`config.mk`:
```
export PLATFORM = sky130hd
export DESIGN_NAME = sxa_unit
export DESIGN_NICKNAME = d
export VERILOG_FILES = /design/src/inc/sxa_pkg.sv /design/src/hdl/sxa_monitor.sv /design/src/hdl/sxa_unit.sv
export SDC_FILE = /design/constraint.sdc
export NUM_CORES = 1
export LEC_CHECK = 0
export BUFFER_PORTS_ARGS = -buffer_cell sky130_fd_sc_hd__buf_4
export CORE_MARGIN = 3
export CORE_UTILIZATION = 40
export DETAILED_ROUTE_END_ITERATION = 8
export PLACE_DENSITY_LB_ADDON = 0.15
export SLEW_MARGIN = 15
export SYNTH_ARGS = -nofsm -noshare
export SYNTH_HDL_FRONTEND = slang
export SYNTH_SLANG_ARGS = --single-unit
```
`constraint.sdc`:
```
create_clock -name clock -period 3.6 [get_ports clock]
set_clock_uncertainty 0.1 [all_clocks]
set_input_delay 0.36 -clock clock [delete_from_list [all_inputs] [get_ports clock]]
set_output_delay 0.36 -clock clock [all_outputs]
set_load 0.005 [all_outputs]
```
`src/inc/sxa_pkg.sv`:
```
// ============================================================
// Constants and types shared by the stack and exclusive-access unit.
// Assumes a 32-bit core with sixteen general registers, index 15 being the program counter.
//
// What this block does
// - Push uses stack pointer minus four as its highest address.
// - Pop uses the current stack pointer as its lowest address.
// - Lowest-numbered register goes to the lowest address, highest to highest.
// - After push the stack pointer points at the lowest stored word.
// - After pop the stack pointer points just above the highest loaded word.
// - Pop with program counter branches at completion; bit 0 sets execution state.
// - Loaded program counter bit 0 must be one (not checked; bit 0 is copied to execState_q as loaded); branch is halfword aligned.
// - None of these operations change the condition flags.
// - Exclusive load and store exist for word, byte and halfword.
// - Exclusive store writes status 0 when stored, 1 when not.
// - Success only if no other agent touched the location since the load.
// - Monitor clear makes the next exclusive store fail with status 1.
// - Without offset the base register value is the address.
`default_nettype none
package sxa_pkg;
	// ============================================================
	// Operations, sizes and fixed values.
	typedef enum logic [2:0] {
		OP_PUSH = 3'h0,
		OP_POP  = 3'h1,
		OP_LDX  = 3'h2,
		OP_STX  = 3'h3,
		OP_CLRX = 3'h4
	} sxa_op_t;
	typedef enum logic [1:0] {
		SZ_BYTE = 2'h0,
		SZ_HALF = 2'h1,
		SZ_WORD = 2'h2
	} sxa_size_t;
	localparam logic [3:0]  PC_IDX      = 4'hf;
	localparam logic [31:0] WORD_STEP   = 32'h4;
	localparam logic [31:0] STATUS_OK   = 32'h0;
	localparam logic [31:0] STATUS_FAIL = 32'h1;
endpackage
`default_nettype wire

```
`src/hdl/sxa_monitor.sv`:
```
// ============================================================
// Local exclusive monitor: one tagged address and size.
// Assumes snoop reports from the shared memory system arrive on the core clock.
`default_nettype none
module sxa_monitor
	import sxa_pkg::*;
(
	input  wire logic      clock,     // Core clock.
	input  wire logic      rstn,      // Asynchronous reset, active low.
	input  wire logic      setMon,    // Exclusive load completed.
	input  wire logic      clrMon,    // Exclusive store attempt or monitor clear.
	input  wire logic [31:0] setAddr, // Address of the exclusive load.
	input  wire sxa_size_t setSize,   // Size of the exclusive load.
	input  wire logic [31:0] chkAddr, // Address of a store being checked.
	input  wire sxa_size_t chkSize,   // Size of a store being checked.
	input  wire logic      snoopValid, // Another agent accessed memory.
	input  wire logic [31:0] snoopAddr, // Word address touched by that agent.
	output logic           hit        // Store may proceed.
);
	logic        valid_q;
	logic [31:0] addr_q;
	sxa_size_t   size_q;

	// ============================================================
	// Tag state. A new load wins over any clear arriving in the same cycle.
	always_ff @(posedge clock or negedge rstn) begin
		if (!rstn) begin
			valid_q <= 1'b0;
			addr_q  <= 32'h0;
			size_q  <= SZ_WORD;
		end else if (setMon) begin
			valid_q <= 1'b1;
			addr_q  <= setAddr;
			size_q  <= setSize;
		end else if (clrMon) begin
			valid_q <= 1'b0;
		end else if (snoopValid && snoopAddr[31:2] == addr_q[31:2]) begin
			valid_q <= 1'b0; // Word granularity is conservative: neighbours also clear.
		end
	end

	// A mismatched address or size fails rather than behaving unpredictably.
	assign hit = valid_q && addr_q == chkAddr && size_q == chkSize;

	property p_setTags;
		@(posedge clock) disable iff (!rstn)
		setMon |=> valid_q && addr_q == $past(setAddr);
	endproperty
	a_setTags: assert property (p_setTags)
		else $error("Monitor did not record load.");

	property p_snoopKills;
		@(posedge clock) disable iff (!rstn)
		!setMon && snoopValid && valid_q && snoopAddr[31:2] == addr_q[31:2] |=> !hit;
	endproperty
	a_snoopKills: assert property (p_snoopKills)
		else $error("Snooped access left monitor.");
endmodule
`default_nettype wire

```
`src/hdl/sxa_unit.sv`:
```
// ============================================================
// Stack-multiple push/pop and exclusive load/store/clear execution unit.
// Assumes a register file read port with one cycle latency and a memory port
// that holds request until a one-cycle acknowledge returns read data.
`default_nettype none
module sxa_unit
	import sxa_pkg::*;
(
	input  wire logic        clock,        // Core clock, 50 MHz.
	input  wire logic        rstn,         // Asynchronous reset, active low.
	input  wire logic        cmdValid,     // Operation offered.
	input  wire sxa_op_t     cmdOp,        // Operation code.
	input  wire logic [15:0] cmdRegList,   // Register list for push and pop.
	input  wire logic [31:0] cmdSp,        // Current stack pointer.
	input  wire logic [31:0] cmdBase,      // Base register value.
	input  wire logic        cmdHasOffset, // Offset present.
	input  wire logic [9:0]  cmdOffset,    // Byte offset, multiple of four.
	input  wire sxa_size_t   cmdSize,      // Exclusive access size.
	input  wire logic [3:0]  cmdDataIdx,   // Data register index.
	input  wire logic [3:0]  cmdStatusIdx, // Status register index.
	output logic             cmdReady_q,   // Idle and able to take an operation.
	output logic [3:0]       regRdIdx_q,   // Register file read index.
	input  wire logic [31:0] regRdData,    // Read data, one cycle after index.
	output logic             memReq_q,     // Memory request, held until ack.
	output logic             memWrite_q,   // Request is a write.
	output logic [31:0]      memAddr_q,    // Byte address.
	output sxa_size_t        memSize_q,    // Access size.
	output logic [31:0]      memWdata_q,   // Write data in low bits.
	input  wire logic        memAck,       // Request done this cycle.
	input  wire logic [31:0] memRdata,     // Read data with ack.
	input  wire logic        snoopValid,   // Other master accessed memory.
	input  wire logic [31:0] snoopAddr,    // Address of that access.
	output logic             regWrEn_q,    // Register write pulse.
	output logic [3:0]       regWrIdx_q,   // Register write index.
	output logic [31:0]      regWrData_q,  // Register write data.
	output logic             spWrEn_q,     // Stack pointer write pulse.
	output logic [31:0]      spWrData_q,   // New stack pointer.
	output logic             branchEn_q,   // Branch pulse.
	output logic [31:0]      branchAddr_q, // Halfword-aligned target.
	output logic             execState_q,  // Execution-state bit.
	output logic             done_q        // Operation finished pulse.
);
	typedef enum logic [1:0] {
		S_IDLE = 2'h0,
		S_READ = 2'h1,
		S_MEM  = 2'h2,
		S_DONE = 2'h3
	} sxa_state_t;

	// ============================================================
	// Helpers.
	function automatic logic [4:0] countRegs(input logic [15:0] m);
		logic [4:0] n;
		n = 5'h0;
		for (int i = 0; i < 16; i++) n = n + 5'(m[i]);
		return n;
	endfunction

	function automatic logic [3:0] lowestReg(input logic [15:0] m);
		logic [3:0] idx;
		idx = 4'h0;
		for (int i = 15; i >= 0; i--) if (m[i]) idx = 4'(i);
		return idx;
	endfunction

	function automatic logic [31:0] fitSize(input logic [31:0] d, input sxa_size_t s);
		logic [31:0] r;
		r = d;
		if (s == SZ_BYTE) r = {24'h0, d[7:0]};
		else if (s == SZ_HALF) r = {16'h0, d[15:0]};
		return r;
	endfunction

	sxa_state_t  state_q;
	sxa_op_t     op_q;
	sxa_size_t   size_q;
	logic [15:0] mask_q;
	logic [31:0] spEnd_q;
	logic [3:0]  dataIdx_q;
	logic [3:0]  statusIdx_q;
	logic        monHit;
	logic        accept;
	logic        ackNow;
	logic [3:0]  curIdx;
	logic [15:0] maskLeft;
	logic [31:0] spanBytes;
	logic [31:0] exclAddr;

	assign accept    = cmdValid && cmdReady_q;
	assign ackNow    = state_q == S_MEM && memAck;
	assign curIdx    = lowestReg(mask_q);
	assign maskLeft  = mask_q & ~(16'h1 << curIdx);
	assign spanBytes = 32'({countRegs(cmdRegList), 2'b00});
	assign exclAddr  = cmdBase + (cmdHasOffset ? 32'(cmdOffset) : 32'h0);

	// The check compares against the live command, so it is valid only while idle.
	sxa_monitor u_monitor (
		.clock      (clock),
		.rstn       (rstn),
		.setMon     (ackNow && op_q == OP_LDX),
		.clrMon     (accept && (cmdOp == OP_STX || cmdOp == OP_CLRX)),
		.setAddr    (memAddr_q),
		.setSize    (size_q),
		.chkAddr    (exclAddr),
		.chkSize    (cmdSize),
		.snoopValid (snoopValid),
		.snoopAddr  (snoopAddr),
		.hit        (monHit)
	);

	// ============================================================
	// Sequencing and memory port. Registers leave in ascending order so
	// the lowest index always meets the lowest address.
	always_ff @(posedge clock or negedge rstn) begin
		if (!rstn) begin
			state_q     <= S_IDLE;
			cmdReady_q  <= 1'b1;
			op_q        <= OP_CLRX;
			size_q      <= SZ_WORD;
			mask_q      <= 16'h0;
			spEnd_q     <= 32'h0;
			dataIdx_q   <= 4'h0;
			statusIdx_q <= 4'h0;
			regRdIdx_q  <= 4'h0;
			memReq_q    <= 1'b0;
			memWrite_q  <= 1'b0;
			memAddr_q   <= 32'h0;
			memSize_q   <= SZ_WORD;
			memWdata_q  <= 32'h0;
		end else begin
			unique case (state_q)
				S_IDLE: if (accept) begin
					cmdReady_q  <= 1'b0;
					op_q        <= cmdOp;
					size_q      <= cmdSize;
					mask_q      <= cmdRegList;
					dataIdx_q   <= cmdDataIdx;
					statusIdx_q <= cmdStatusIdx;
					unique case (cmdOp)
						OP_PUSH: begin
							memAddr_q  <= cmdSp - spanBytes;
							spEnd_q    <= cmdSp - spanBytes;
							regRdIdx_q <= lowestReg(cmdRegList);
							state_q    <= S_READ;
						end
						OP_POP: begin
							memAddr_q  <= cmdSp;
							spEnd_q    <= cmdSp + spanBytes;
							memReq_q   <= 1'b1;
							memWrite_q <= 1'b0;
							memSize_q  <= SZ_WORD;
							state_q    <= S_MEM;
						end
						OP_LDX: begin
							memAddr_q  <= exclAddr;
							memReq_q   <= 1'b1;
							memWrite_q <= 1'b0;
							memSize_q  <= cmdSize;
							state_q    <= S_MEM;
						end
						OP_STX: begin
							memAddr_q  <= exclAddr;
							memSize_q  <= cmdSize;
							regRdIdx_q <= cmdDataIdx;
							// A failed check skips memory entirely.
							state_q    <= monHit ? S_READ : S_DONE;
						end
						default: state_q <= S_DONE; // Monitor clear only.
					endcase
				end
				S_READ: begin
					memReq_q   <= 1'b1;
					memWrite_q <= 1'b1;
					memWdata_q <= (op_q == OP_STX) ? fitSize(regRdData, size_q) : regRdData;
					if (op_q == OP_PUSH) memSize_q <= SZ_WORD;
					state_q    <= S_MEM;
				end
				S_MEM: if (memAck) begin
					memReq_q <= 1'b0;
					mask_q   <= maskLeft;
					if ((op_q == OP_PUSH || op_q == OP_POP) && maskLeft != 16'h0) begin
						memAddr_q  <= memAddr_q + WORD_STEP;
						regRdIdx_q <= lowestReg(maskLeft);
						memReq_q   <= op_q == OP_POP;
						state_q    <= (op_q == OP_POP) ? S_MEM : S_READ;
					end else begin
						state_q <= S_DONE;
					end
				end
				S_DONE: begin
					cmdReady_q <= 1'b1;
					state_q    <= S_IDLE;
				end
			endcase
		end
	end

	// ============================================================
	// Result pulses. Nothing here reaches the condition flags.
	always_ff @(posedge clock or negedge rstn) begin
		if (!rstn) begin
			regWrEn_q   <= 1'b0;
			regWrIdx_q  <= 4'h0;
			regWrData_q <= 32'h0;
			spWrEn_q    <= 1'b0;
			spWrData_q  <= 32'h0;
		end else begin
			regWrEn_q <= 1'b0;
			spWrEn_q  <= 1'b0;
			if (state_q == S_IDLE && accept && cmdOp == OP_STX && !monHit) begin
				regWrEn_q   <= 1'b1;
				regWrIdx_q  <= cmdStatusIdx;
				regWrData_q <= STATUS_FAIL;
			end else if (ackNow) begin
				unique case (op_q)
					OP_POP: begin
						regWrEn_q   <= curIdx != PC_IDX;
						regWrIdx_q  <= curIdx;
						regWrData_q <= memRdata;
					end
					OP_LDX: begin
						regWrEn_q   <= 1'b1;
						regWrIdx_q  <= dataIdx_q;
						regWrData_q <= fitSize(memRdata, size_q);
					end
					OP_STX: begin
						regWrEn_q   <= 1'b1;
						regWrIdx_q  <= statusIdx_q;
						regWrData_q <= STATUS_OK;
					end
					default: regWrEn_q <= 1'b0;
				endcase
			end
			if (ackNow && (op_q == OP_PUSH || op_q == OP_POP) && maskLeft == 16'h0) begin
				spWrEn_q   <= 1'b1;
				spWrData_q <= spEnd_q;
			end
		end
	end

	// ============================================================
	// Branch on a popped program counter, held until the pop completes.
	logic        branchPend_q;
	logic [31:0] branchHold_q;
	always_ff @(posedge clock or negedge rstn) begin
		if (!rstn) begin
			branchPend_q <= 1'b0;
			branchHold_q <= 32'h0;
			branchEn_q   <= 1'b0;
			branchAddr_q <= 32'h0;
			execState_q  <= 1'b1;
			done_q       <= 1'b0;
		end else begin
			branchEn_q <= 1'b0;
			done_q     <= state_q == S_DONE;
			if (ackNow && op_q == OP_POP && curIdx == PC_IDX) begin
				branchPend_q <= 1'b1;
				branchHold_q <= memRdata;
			end
			if (state_q == S_DONE && branchPend_q) begin
				branchPend_q <= 1'b0;
				branchEn_q   <= 1'b1;
				branchAddr_q <= {branchHold_q[31:1], 1'b0};
				execState_q  <= branchHold_q[0];
			end
		end
	end

	// ============================================================
	// Checks.
	// The command as it was taken, kept apart from the datapath so that the
	// stack pointer checks do not merely echo the design's own result.
	logic [31:0] seenSp_q;
	logic [4:0]  seenCnt_q;
	always_ff @(posedge clock or negedge rstn) begin
		if (!rstn) begin
			seenSp_q  <= 32'h0;
			seenCnt_q <= 5'h0;
		end else if (accept) begin
			seenSp_q  <= cmdSp;
			seenCnt_q <= countRegs(cmdRegList);
		end
	end

	property p_pushFirstAddr;
		@(posedge clock) disable iff (!rstn)
		accept && cmdOp == OP_PUSH |=> ##1 memReq_q && memAddr_q == $past(cmdSp - spanBytes, 2);
	endproperty
	a_pushFirstAddr: assert property (p_pushFirstAddr)
		else $error("Push start address wrong.");

	property p_popFirstAddr;
		@(posedge clock) disable iff (!rstn)
		accept && cmdOp == OP_POP |=> memReq_q && !memWrite_q && memAddr_q == $past(cmdSp);
	endproperty
	a_popFirstAddr: assert property (p_popFirstAddr)
		else $error("Pop start address wrong.");

	property p_spPush;
		@(posedge clock) disable iff (!rstn)
		spWrEn_q && op_q == OP_PUSH |-> spWrData_q == seenSp_q - 32'({seenCnt_q, 2'b00})
			&& memAddr_q == seenSp_q - WORD_STEP;
	endproperty
	a_spPush: assert property (p_spPush) else $error("Push stack pointer wrong.");

	property p_spPop;
		@(posedge clock) disable iff (!rstn)
		spWrEn_q && op_q == OP_POP |-> spWrData_q == memAddr_q + WORD_STEP
			&& spWrData_q == seenSp_q + 32'({seenCnt_q, 2'b00});
	endproperty
	a_spPop: assert property (p_spPop) else $error("Pop stack pointer wrong.");

	property p_branch;
		@(posedge clock) disable iff (!rstn)
		ackNow && op_q == OP_POP && curIdx == PC_IDX && maskLeft == 16'h0
			|=> ##1 branchEn_q && execState_q == $past(memRdata[0], 2) && !branchAddr_q[0];
	endproperty
	a_branch: assert property (p_branch) else $error("Popped branch wrong.");

	property p_stxFail;
		@(posedge clock) disable iff (!rstn)
		accept && cmdOp == OP_STX && !monHit
			|=> regWrEn_q && regWrData_q == STATUS_FAIL && !memReq_q ##1 !memReq_q;
	endproperty
	a_stxFail: assert property (p_stxFail) else $error("Failed store not reported.");

	property p_stxOk;
		@(posedge clock) disable iff (!rstn)
		ackNow && op_q == OP_STX
			|=> regWrEn_q && regWrData_q == STATUS_OK && regWrIdx_q == statusIdx_q;
	endproperty
	a_stxOk: assert property (p_stxOk) else $error("Store status wrong.");

	property p_ldxNoOffset;
		@(posedge clock) disable iff (!rstn)
		accept && cmdOp == OP_LDX && !cmdHasOffset |=> memAddr_q == $past(cmdBase) && memReq_q;
	endproperty
	a_ldxNoOffset: assert property (p_ldxNoOffset)
		else $error("Base address not used.");
endmodule
`default_nettype wire

```
Word level (Yosys, flattened, before mapping)
Index checks and enable logic that the tools add are counted.

word-level totals
  output and inout port bits = 178
  flip-flop bits (word level) = 308
  word-level logic and storage cells = 227

cells by class
  bitwise operators = 2
  equal/unequal tests = 24
  add/subtract/negate cells = 19
  mux-type cells = 105
  shift operators = 1
  reduce and logical (&&, ||, !) cells = 48

operator list
  kind                                              number
  2-to-1 mux 32 bit                                 10
  2-to-1 mux 4 bit                                  53
  one-hot mux 32 bit (3 select lines)               2
  one-hot mux 32 bit (2 select lines)               2
  adder 5 x 1 -> 5 bit                              11
  adder 32 x 10 -> 32 bit                           1
  adder 32 x 3 -> 32 bit, second input constant     1
  adder 32 x 7 -> 32 bit                            1
  == test 32 bit                                    1
  2-to-1 mux 16 bit                                 2
  one-hot mux 16 bit (2 select lines)               1
  subtractor 32 x 7 -> 32 bit                       1
  == test 30 bit                                    1
  AND 16 bit                                        1
  logical AND 1 bit                                 16
  zero test 16 bit                                  1
  2-to-1 mux 1 bit                                  16
  inverter 16 bit                                   1
  one-hot mux 4 bit (2 select lines)                2
  nonzero test 16 bit                               1
  left shift 1 x 4 -> 16 bit, first input constant  1
  2-to-1 mux 2 bit                                  7
  == test 3 x 2 -> 1 bit, second input constant     4
  one-hot mux 4 bit (3 select lines)                1
  34 further kinds                                  61

Logic depth before layout (Yosys ltp)
Gate-level depths: netlist (run 1).

  word-level depth = 38
  mapped depth = 21
  mapped depth without buffers = 21

Modules after synthesis
Synthesis (run 1) repeated with hierarchy kept, for this count alone.

unflattened totals
  cell total of the unflattened synthesis = 1768
  area total of the unflattened synthesis = 17423.0 µm²

by module, submodules not included
  module       area each (µm²)  instances  seq. area each (µm²)  cells each
  sxa_unit     15434.8          1          6837.8                1607
  sxa_monitor  1988.2           1          877.1                 161

Worst setup path before layout (run 1)
OpenSTA, ideal clock, no wires.

  path type = input to register
  start = in cmdRegList[0]
  end = reg memAddr_q[14]
  setup time = 0.121 ns
  setup slack = -1.992 ns
  arrival = 5.371 ns
  stages = 20
  path through = fa_1 -> inv_1 -> fa_1 -> fa_1 -> fa_1 -> inv_1 -> ha_1 -> fa_1 -> inv_1 -> fa_1 -> nand2b_1 -> a21oi_1 -> o21bai_1 -> nand2_1 -> or4_1 -> a21oi_1 -> nor2b_1 -> a2111oi_0 -> a31oi_1 -> o22a_1

on the way
  longest elaborated chain between the ends = 19

ends and longest elaborated chain
  element                              line             text
  from (decl)                          sxa_unit.sv:13   input wire logic [15:0] cmdRegList,
  adder 1 x 1 -> 2 bit                 n/a
  adder 2 x 1 -> 3 bit                 n/a
  adder 3 x 1 -> 4 bit                 n/a
  adder 4 x 1 -> 5 bit                 n/a
  adder 5 x 1 -> 5 bit (11 in series)  n/a
  subtractor 32 x 7 -> 32 bit          sxa_unit.sv:141  memAddr_q <= cmdSp - spanBytes;
  one-hot mux 32 bit (3 select lines)  sxa_unit.sv:139  unique case (cmdOp)
  2-to-1 mux 32 bit                    sxa_unit.sv:132  S_IDLE: if (accept) begin
  one-hot mux 32 bit (2 select lines)  sxa_unit.sv:131  unique case (state_q)
  to (signal assigned)                 sxa_unit.sv:141
  to (signal assigned)                 sxa_unit.sv:147  memAddr_q <= cmdSp;
  to (signal assigned)                 sxa_unit.sv:155  memAddr_q <= exclAddr;
  to (decl)                            sxa_unit.sv:26   output logic [31:0] memAddr_q,

No other way between the ends. The select of a mux whose other input is x is not followed.
A chain may end at the register's enable or synchronous reset.

Worst setup path in the final report (run 1)
  start = in cmdRegList[11]
  end = reg memAddr_q[29]

on the way
  longest elaborated chain between the ends = 9

ends and longest elaborated chain
  element                              line
  adder 5 x 1 -> 5 bit (5 in series)   n/a
  subtractor 32 x 7 -> 32 bit          sxa_unit.sv:141
  one-hot mux 32 bit (3 select lines)  sxa_unit.sv:139
  2-to-1 mux 32 bit                    sxa_unit.sv:132
  one-hot mux 32 bit (2 select lines)  sxa_unit.sv:131

No other way between the ends. The select of a mux whose other input is x is not followed.

==> flow_metrics.tcl, run 1 <==
set metrics [dict create \
    antenna_left 0 \
    violations "negative setup slack" \
    relSlewSlack 0.477 \
    routed_wl_um 71900 \
    htree_levels 2 \
    cts-buffers-inserted 37 \
    grt.total_usage 0.290 \
    worst_setup_path_start_kind "input port" \
    grt_pass1_vias 17700 \
    clkTransAtPathRegs_ns 0.06 \
    grt_pass1_wl_um 107000 \
    finalHoldViolations 0 \
    synthTopCellsByArea "dfrtp_1 42%, mux2_2 8.0%, nand2_1 4.5%" \
    final_area_um2 26700 \
    vias 18000 \
    tritoncts "built" \
    hpwl_um 54700 \
    fillers 3802 \
    multi_input_area_um2 10900 \
    crit_path_max_fanout 4 \
    p_sw_uw 7720 \
    synth_top_area_frac 0.415 \
    p_seq_frac 0.317 \
    synth_warnings 0 \
    ir_worst_vdd_uv 488 \
    ys_ff_latch 308 \
    slew_viol_final 0 \
    io_pins 383 \
    status "finished with violations" \
    hp-class "in -> reg" \
    ys_async_sr_fraction 1.00 \
    dieHeight_um 219 \
    worst-setup-path-type "in -> reg" \
    first_iter_violations 1737 \
    worstReg2RegStart "mask_q[1]" \
    netlist_area_um2 18200 \
    drive_above_1_share 0.400 \
    routedWlPerCell_um 22.5 \
    gp_congestion 0.962 \
    power_density_nw_per_um2 730 \
    synth-edff-count 0 \
    start_util 0.408 \
    synth_ff_type "dfrtp_1" \
    required_ns 3.92 \
    r2r_cells 10 \
    grt_setup_unrepaired "yes" \
    yosys.area.top_type "dfrtp_1" \
    finalCritPeriodShare 1.41 \
    drv_cap 0 \
    clkPwrFrac 0.199 \
    chipWidth_um 219 \
    cts.sinks 308 \
    grt_max_degree 95 \
    fin_crit_ns 5.06 \
    yosysUniqueCellTypes 90 \
    area.sequential_um2 7710 \
    tightest_slew_ns 0.782 \
    max_freq_mhz 198 \
    coreArea_um2 44600 \
    area_delta_synth_final_pct 46.9 \
    finalWorstSetupSlack_ns -1.46 \
    hold_end "spEnd_q[27]" \
    cp-end-kind "register" \
    yosysSeqAreaShare 0.424 \
    synthCells 1921 \
    drc 0 \
    antenna_found_initial 1 \
    synth_nets 2166 \
    internal_power_uw 11800 \
    min-delay-start "cmdSp[27]" \
    rrSetupSlack_ns 0.21 \
    hold_depth 3 \
    clockBufferDepth 3 \
    critPathArrivalTime_ns 5.37 \
    std_cell_rows 77 \
    setup_tns_ns -68.65 \
    cts-root-buf "clkbuf_16" \
    pwr-share-comb 0.484 \
    port_buffers 379 \
    place_area_um2 23400 \
    synth_commonest_cells "302 x dfrtp_1, 216 x nand2_1, 134 x a21oi_1" \
    grt_overflow 0 \
    die_area_um2 48100 \
    clock_latency_ns 0.56 \
    swShare 0.396 \
    drt-pass1-iter-count 6 \
    nNetsFinal 2814 \
    final-setup-viol-count 58 \
    regToRegEndpoint "memAddr_q[18]" \
    synth.most_common_cell "dfrtp_1" \
    syn_avg_cell_area_um2 9.47 \
    via_per_inst 5.65 \
    p_leak_uw 0.0123 \
]
-- worst max-delay path: stages --
cell	delay, ns
buf_8	0.10
fa_1	0.50
fa_1	0.51
inv_2	0.04
fa_1	0.49
fa_1	0.52
inv_2	0.05
ha_4	0.16
fa_2	0.46
buf_4	0.17
ha_4	0.27
o21ba_4	0.15
o21ai_4	0.07
a21oi_4	0.20
o2111ai_4	0.17
or4_4	0.53
a21o_1	0.22
a21oi_2	0.14
o211ai_1	0.10
o21ai_1	0.10
a21oi_1	0.08
-- layer usage --
layer	GRT usage	wire [um]	up-vias
met5	0	0	-
met4	0.0961	2400	0
met3	0.0631	6230	127
met2	0.454	32600	774
met1	0.399	30700	8871
li1	-	-	8272
-- per-stage QoR --
step                      hold slack [ns]  setup slack, ns  power (uW)  instances   util
after global routing               0.0345            -1.61       20700       3189  0.599
after CTS                         0.00820            -1.45       19100       3173  0.586
after global placement              0.317            -2.13       14500       3014  0.524
after detailed placement            0.318            -2.16       14600       3014  0.524
after floorplan                   -0.0356            -1.86       10400       1921      -
final                              0.0320            -1.46       19500       3191  0.599
-- final cells by class --
class                   instances  area share
diodes                          3    0.000281
clock buffers                  54      0.0404
clock inverters                12     0.00730
inverters                      54     0.00777
multi-input cells            1441       0.407
flip-flops and latches        308       0.289
well taps                     592      0.0277
repair buffers                727       0.221
-- registers in the layout, indices dropped and copies added, names as in the netlist, 31 cells and up --
register,count
spEnd_q,32
memAddr_q,32
u_monitor.addr_q,32
spWrData_q,32
regWrData_q,32
branchAddr_q,31
memWdata_q,32
branchHold_q,32
-- placed cells by master (no fill, tap or decap), types with 9 or more instances in the layout --
| cell type | instances |
|---|---|
| inv_1 | 47 |
| o21ai_0 | 75 |
| mux2_2 | 129 |
| mux2_1 | 10 |
| buf_12 | 9 |
| nor3_1 | 29 |
| dfrtp_1 | 302 |
| o31ai_1 | 10 |
| a21o_1 | 11 |
| dlygate4sd3_1 | 78 |
| o211ai_1 | 11 |
| nand3_1 | 64 |
| nor2_1 | 103 |
| mux2i_1 | 12 |
| nor2_4 | 10 |
| a31oi_1 | 20 |
| xor2_1 | 37 |
| clkbuf_16 | 38 |
| and3_1 | 16 |
| o21ai_1 | 48 |
| xnor2_1 | 75 |
| a21oi_2 | 27 |
| nor4_1 | 12 |
| nand4_1 | 27 |
| o22ai_1 | 10 |
| a22o_1 | 34 |
| clkbuf_8 | 9 |
| a22oi_1 | 15 |
| ha_1 | 21 |
| nand2b_1 | 10 |
| nand2_1 | 211 |
| a21oi_1 | 104 |
| buf_4 | 606 |
| and2_1 | 22 |
| o22a_1 | 15 |
| buf_6 | 30 |
| o21ai_2 | 11 |
-- logic make-up after synthesis --
| kind of cell | count (synthesis) | synth area share |
|---|---|---|
| simple gates | 596 | 0.156 |
| compound gates | 521 | 0.187 |
| flops | 308 | 0.424 |
| buf+inv | 173 | 0.0402 |
| mux | 153 | 0.0938 |
| xor+xnor | 127 | 0.0642 |
| fa+ha+maj | 42 | 0.0340 |
| other cells | 1 | 0.000206 |
-- timing repair --
item / in CTS / in global routing
resized for setup: 150 / 108
setup buffers: 18 / 16
gates cloned: 0 / 2
endpoints found under the setup margin: 96 / 132
endpoints found under the hold margin: 186 / 0
pin swaps: 66 / 71
hold buffers: 78 / 0
-- worst max path at each step --
stage | start | end | slack [ns] | cells after the start
after floorplan | cmdRegList[0] | memAddr_q[28] | -1.86 | 20
after global placement | cmdRegList[11] | memAddr_q[15] | -2.13 | 20
after detailed placement | cmdRegList[11] | memAddr_q[28] | -2.16 | 21
after CTS | cmdRegList[11] | memAddr_q[14] | -1.45 | 21
after global routing | cmdRegList[7] | memAddr_q[14] | -1.61 | 21
final | cmdRegList[11] | memAddr_q[29] | -1.46 | 21
-- power groups by stage --
stage | clock, uW | combinational, uW | sequential, uW
floorplan | 0 | 4730 | 5640
global placement | 0 | 8350 | 6140
detailed placement | 0 | 8450 | 6170
CTS | 3970 | 8950 | 6130
global route | 4100 | 10300 | 6320
finish | 3890 | 9430 | 6180
Power figures use the tool's default switching activity.
==> run 2: changes to the inputs <==
==> constraint.sdc (replaced) <==
create_clock -name clock -period 3.6 [get_ports clock]
set_clock_uncertainty 0.1 [all_clocks]
set_input_delay 0 -clock clock [delete_from_list [all_inputs] [get_ports clock]]
set_output_delay 0 -clock clock [all_outputs]
set_load 0.005 [all_outputs]
==> run 2 against run 1 <==
Net effect:
- the run still ends with negative setup slack left
- core utilization rose by 0.58 points
- highest routed layer unchanged
- critical path depth increased by 2
- routed wire length down 1.7%
- non-clock buffer count rose by 38
- global-route usage fell by 0.37 points
- via count is 0.83% higher
- final cell count is 1.2% higher
- die area is the same
- largest power group unchanged
- clock power grew 7.2%
- first-iteration DRC count shrank 8.1%
- cell area grew 0.96%
==> flow_metrics.tcl, run 2 (synthesized netlist as in run 1, its figures left out) <==
set metrics [dict create \
    status "finished with violations" \
    violations "negative setup slack" \
    area_delta_synth_final_pct 48.3 \
    dieHeight_um 219 \
    tritoncts "built" \
    coreArea_um2 44600 \
    hold_end "regRdIdx_q[2]" \
    clockBufferDepth 3 \
    finalWorstSetupSlack_ns -1.13 \
    internal_power_uw 12300 \
    worst-setup-path-type "in -> reg" \
    drt-pass1-iter-count 5 \
    hpwl_um 52500 \
    pwr-share-comb 0.491 \
    antennaDiodeCount 0 \
    fillers 3786 \
    p_seq_frac 0.302 \
    clkPwrFrac 0.207 \
    cts-root-buf "clkbuf_16" \
    slew_viol_final 0 \
    chipWidth_um 219 \
    grt_pass1_vias 18200 \
    hold_ws_ns 0.0457 \
    final_cell_mix "592 x buf_4, 302 x dfrtp_1, 209 x nand2_1" \
    p_sw_uw 7840 \
    relSlewSlack 0.399 \
    cts.sinks 308 \
    first_iter_violations 1597 \
    rrSetupSlack_ns 0.18 \
    grt_setup_unrepaired "yes" \
    placed_cells 2994 \
    grt.total_usage 0.286 \
    critPathArrivalTime_ns 5.07 \
    via_per_inst 5.64 \
    finalNonFillerCells 3228 \
    p_leak_uw 0.0125 \
    ir_worst_vdd_uv 442 \
    drv_cap 0 \
    finalHoldViolations 0 \
    grt_max_degree 137 \
    max_freq_mhz 211 \
    swShare 0.389 \
    drive_above_1_share 0.376 \
    tightest_slew_ns 0.879 \
    io_pins 383 \
    std_cell_rows 77 \
    clkTransAtPathRegs_ns 0.06 \
    nNetsFinal 2852 \
    finalCritPeriodShare 1.31 \
    drc 0 \
    port_buffers 379 \
    htree_levels 2 \
    area.sequential_um2 7710 \
    hold_depth 7 \
    final-setup-viol-count 56 \
    crit_path_max_fanout 4 \
    start_util 0.408 \
    r2r_cells 11 \
    antenna_found_initial 1 \
    cp-end-kind "register" \
    vias 18200 \
    power_density_nw_per_um2 747 \
    regToRegEndpoint "spWrData_q[15]" \
    clock_latency_ns 0.57 \
    die_area_um2 48100 \
    grt_pass1_wl_um 107000 \
    fin_crit_ns 4.73 \
    grt_overflow 0 \
    gp_congestion 0.990 \
    routed_wl_um 70700 \
    worstReg2RegStart "mask_q[0]" \
    cts-buffers-inserted 38 \
    min-delay-start "cmdRegList[5]" \
    worst_setup_path_start_kind "input port" \
    routedWlPerCell_um 21.9 \
    hp-class "in -> reg" \
    place_ws_ns -2.04 \
    layout_commonest_cell "buf_4" \
    required_ns 3.94 \
    multi_input_area_um2 10700 \
    antenna_left 0 \
]
[run 2: power by group through the flow]
stage | clock, uW | sequential, uW | combinational, uW
3_3_place_gp | 0 | 6050 | 8500
4_1_cts | 4250 | 6050 | 9460
5_1_grt | 4400 | 6240 | 10700
2_1_floorplan | 0 | 5640 | 4720
6_report | 4170 | 6100 | 9890
3_5_place_dp | 0 | 6080 | 8630
[run 2: per-stage QoR]
stage                     total power, uW  instance area [um2]   util  TNS [ns]
final                               20200                27000  0.605    -49.73
after global routing                21400                27000  0.605    -58.32
after CTS                           19800                26400  0.593    -48.43
after detailed placement            14700                23100  0.519   -116.63
after global placement              14600                23100  0.519   -110.72
after floorplan                     10400                18300      -    -52.78
[run 2: routing by layer]
metal / vias up / track usage / wire length (um)
met5: - / 0 / 0
met4: 0 / 0.0970 / 2260
met3: 136 / 0.0482 / 5280
met2: 786 / 0.440 / 32000
met1: 8925 / 0.409 / 31200
li1: 8346 / - / -
[run 2: repair_timing]
action,4_1_cts,5_1_grt
hold buffers,136,0
pin swaps,45,56
hold endpoints to repair,496,0
buffers inserted,25,16
endpoints found under the setup margin,94,133
gates resized for setup,96,113
[run 2: critical path: stages]
cell       delay [ns]
buf_6            0.10
fa_1             0.50
fa_1             0.52
inv_2            0.04
fa_1             0.50
fa_1             0.52
inv_2            0.05
ha_4             0.16
fa_2             0.56
inv_2            0.06
buf_6            0.11
ha_4             0.14
o21ba_4          0.22
o21ai_4          0.06
a21oi_2          0.18
buf_4            0.15
o21ai_4          0.07
buf_6            0.13
nor2_4           0.12
o21ai_0          0.11
a2111oi_2        0.48
a41oi_1          0.10
o22a_1           0.21
[run 2: area by class of cell]
| type | instances | area share |
|---|---|---|
| timing repair buffer | 765 | 0.233 |
| clock buffer | 49 | 0.0397 |
| sequential | 308 | 0.286 |
| inverter | 54 | 0.00751 |
| multi-input combinational | 1440 | 0.395 |
| tap | 592 | 0.0274 |
| clock inverter | 20 | 0.0116 |
[run 2: worst max-delay path by stage]
stage	from	to	slack (ns)	cells past startpoint
floorplan	cmdRegList[0]	memAddr_q[28]	-1.50	20
global placement	cmdRegList[11]	memAddr_q[15]	-1.96	22
detailed placement	cmdRegList[11]	memAddr_q[15]	-2.04	22
CTS	cmdRegList[15]	memAddr_q[28]	-1.13	22
global route	cmdRegList[13]	memAddr_q[11]	-1.28	24
finish	cmdRegList[13]	memAddr_q[15]	-1.13	23
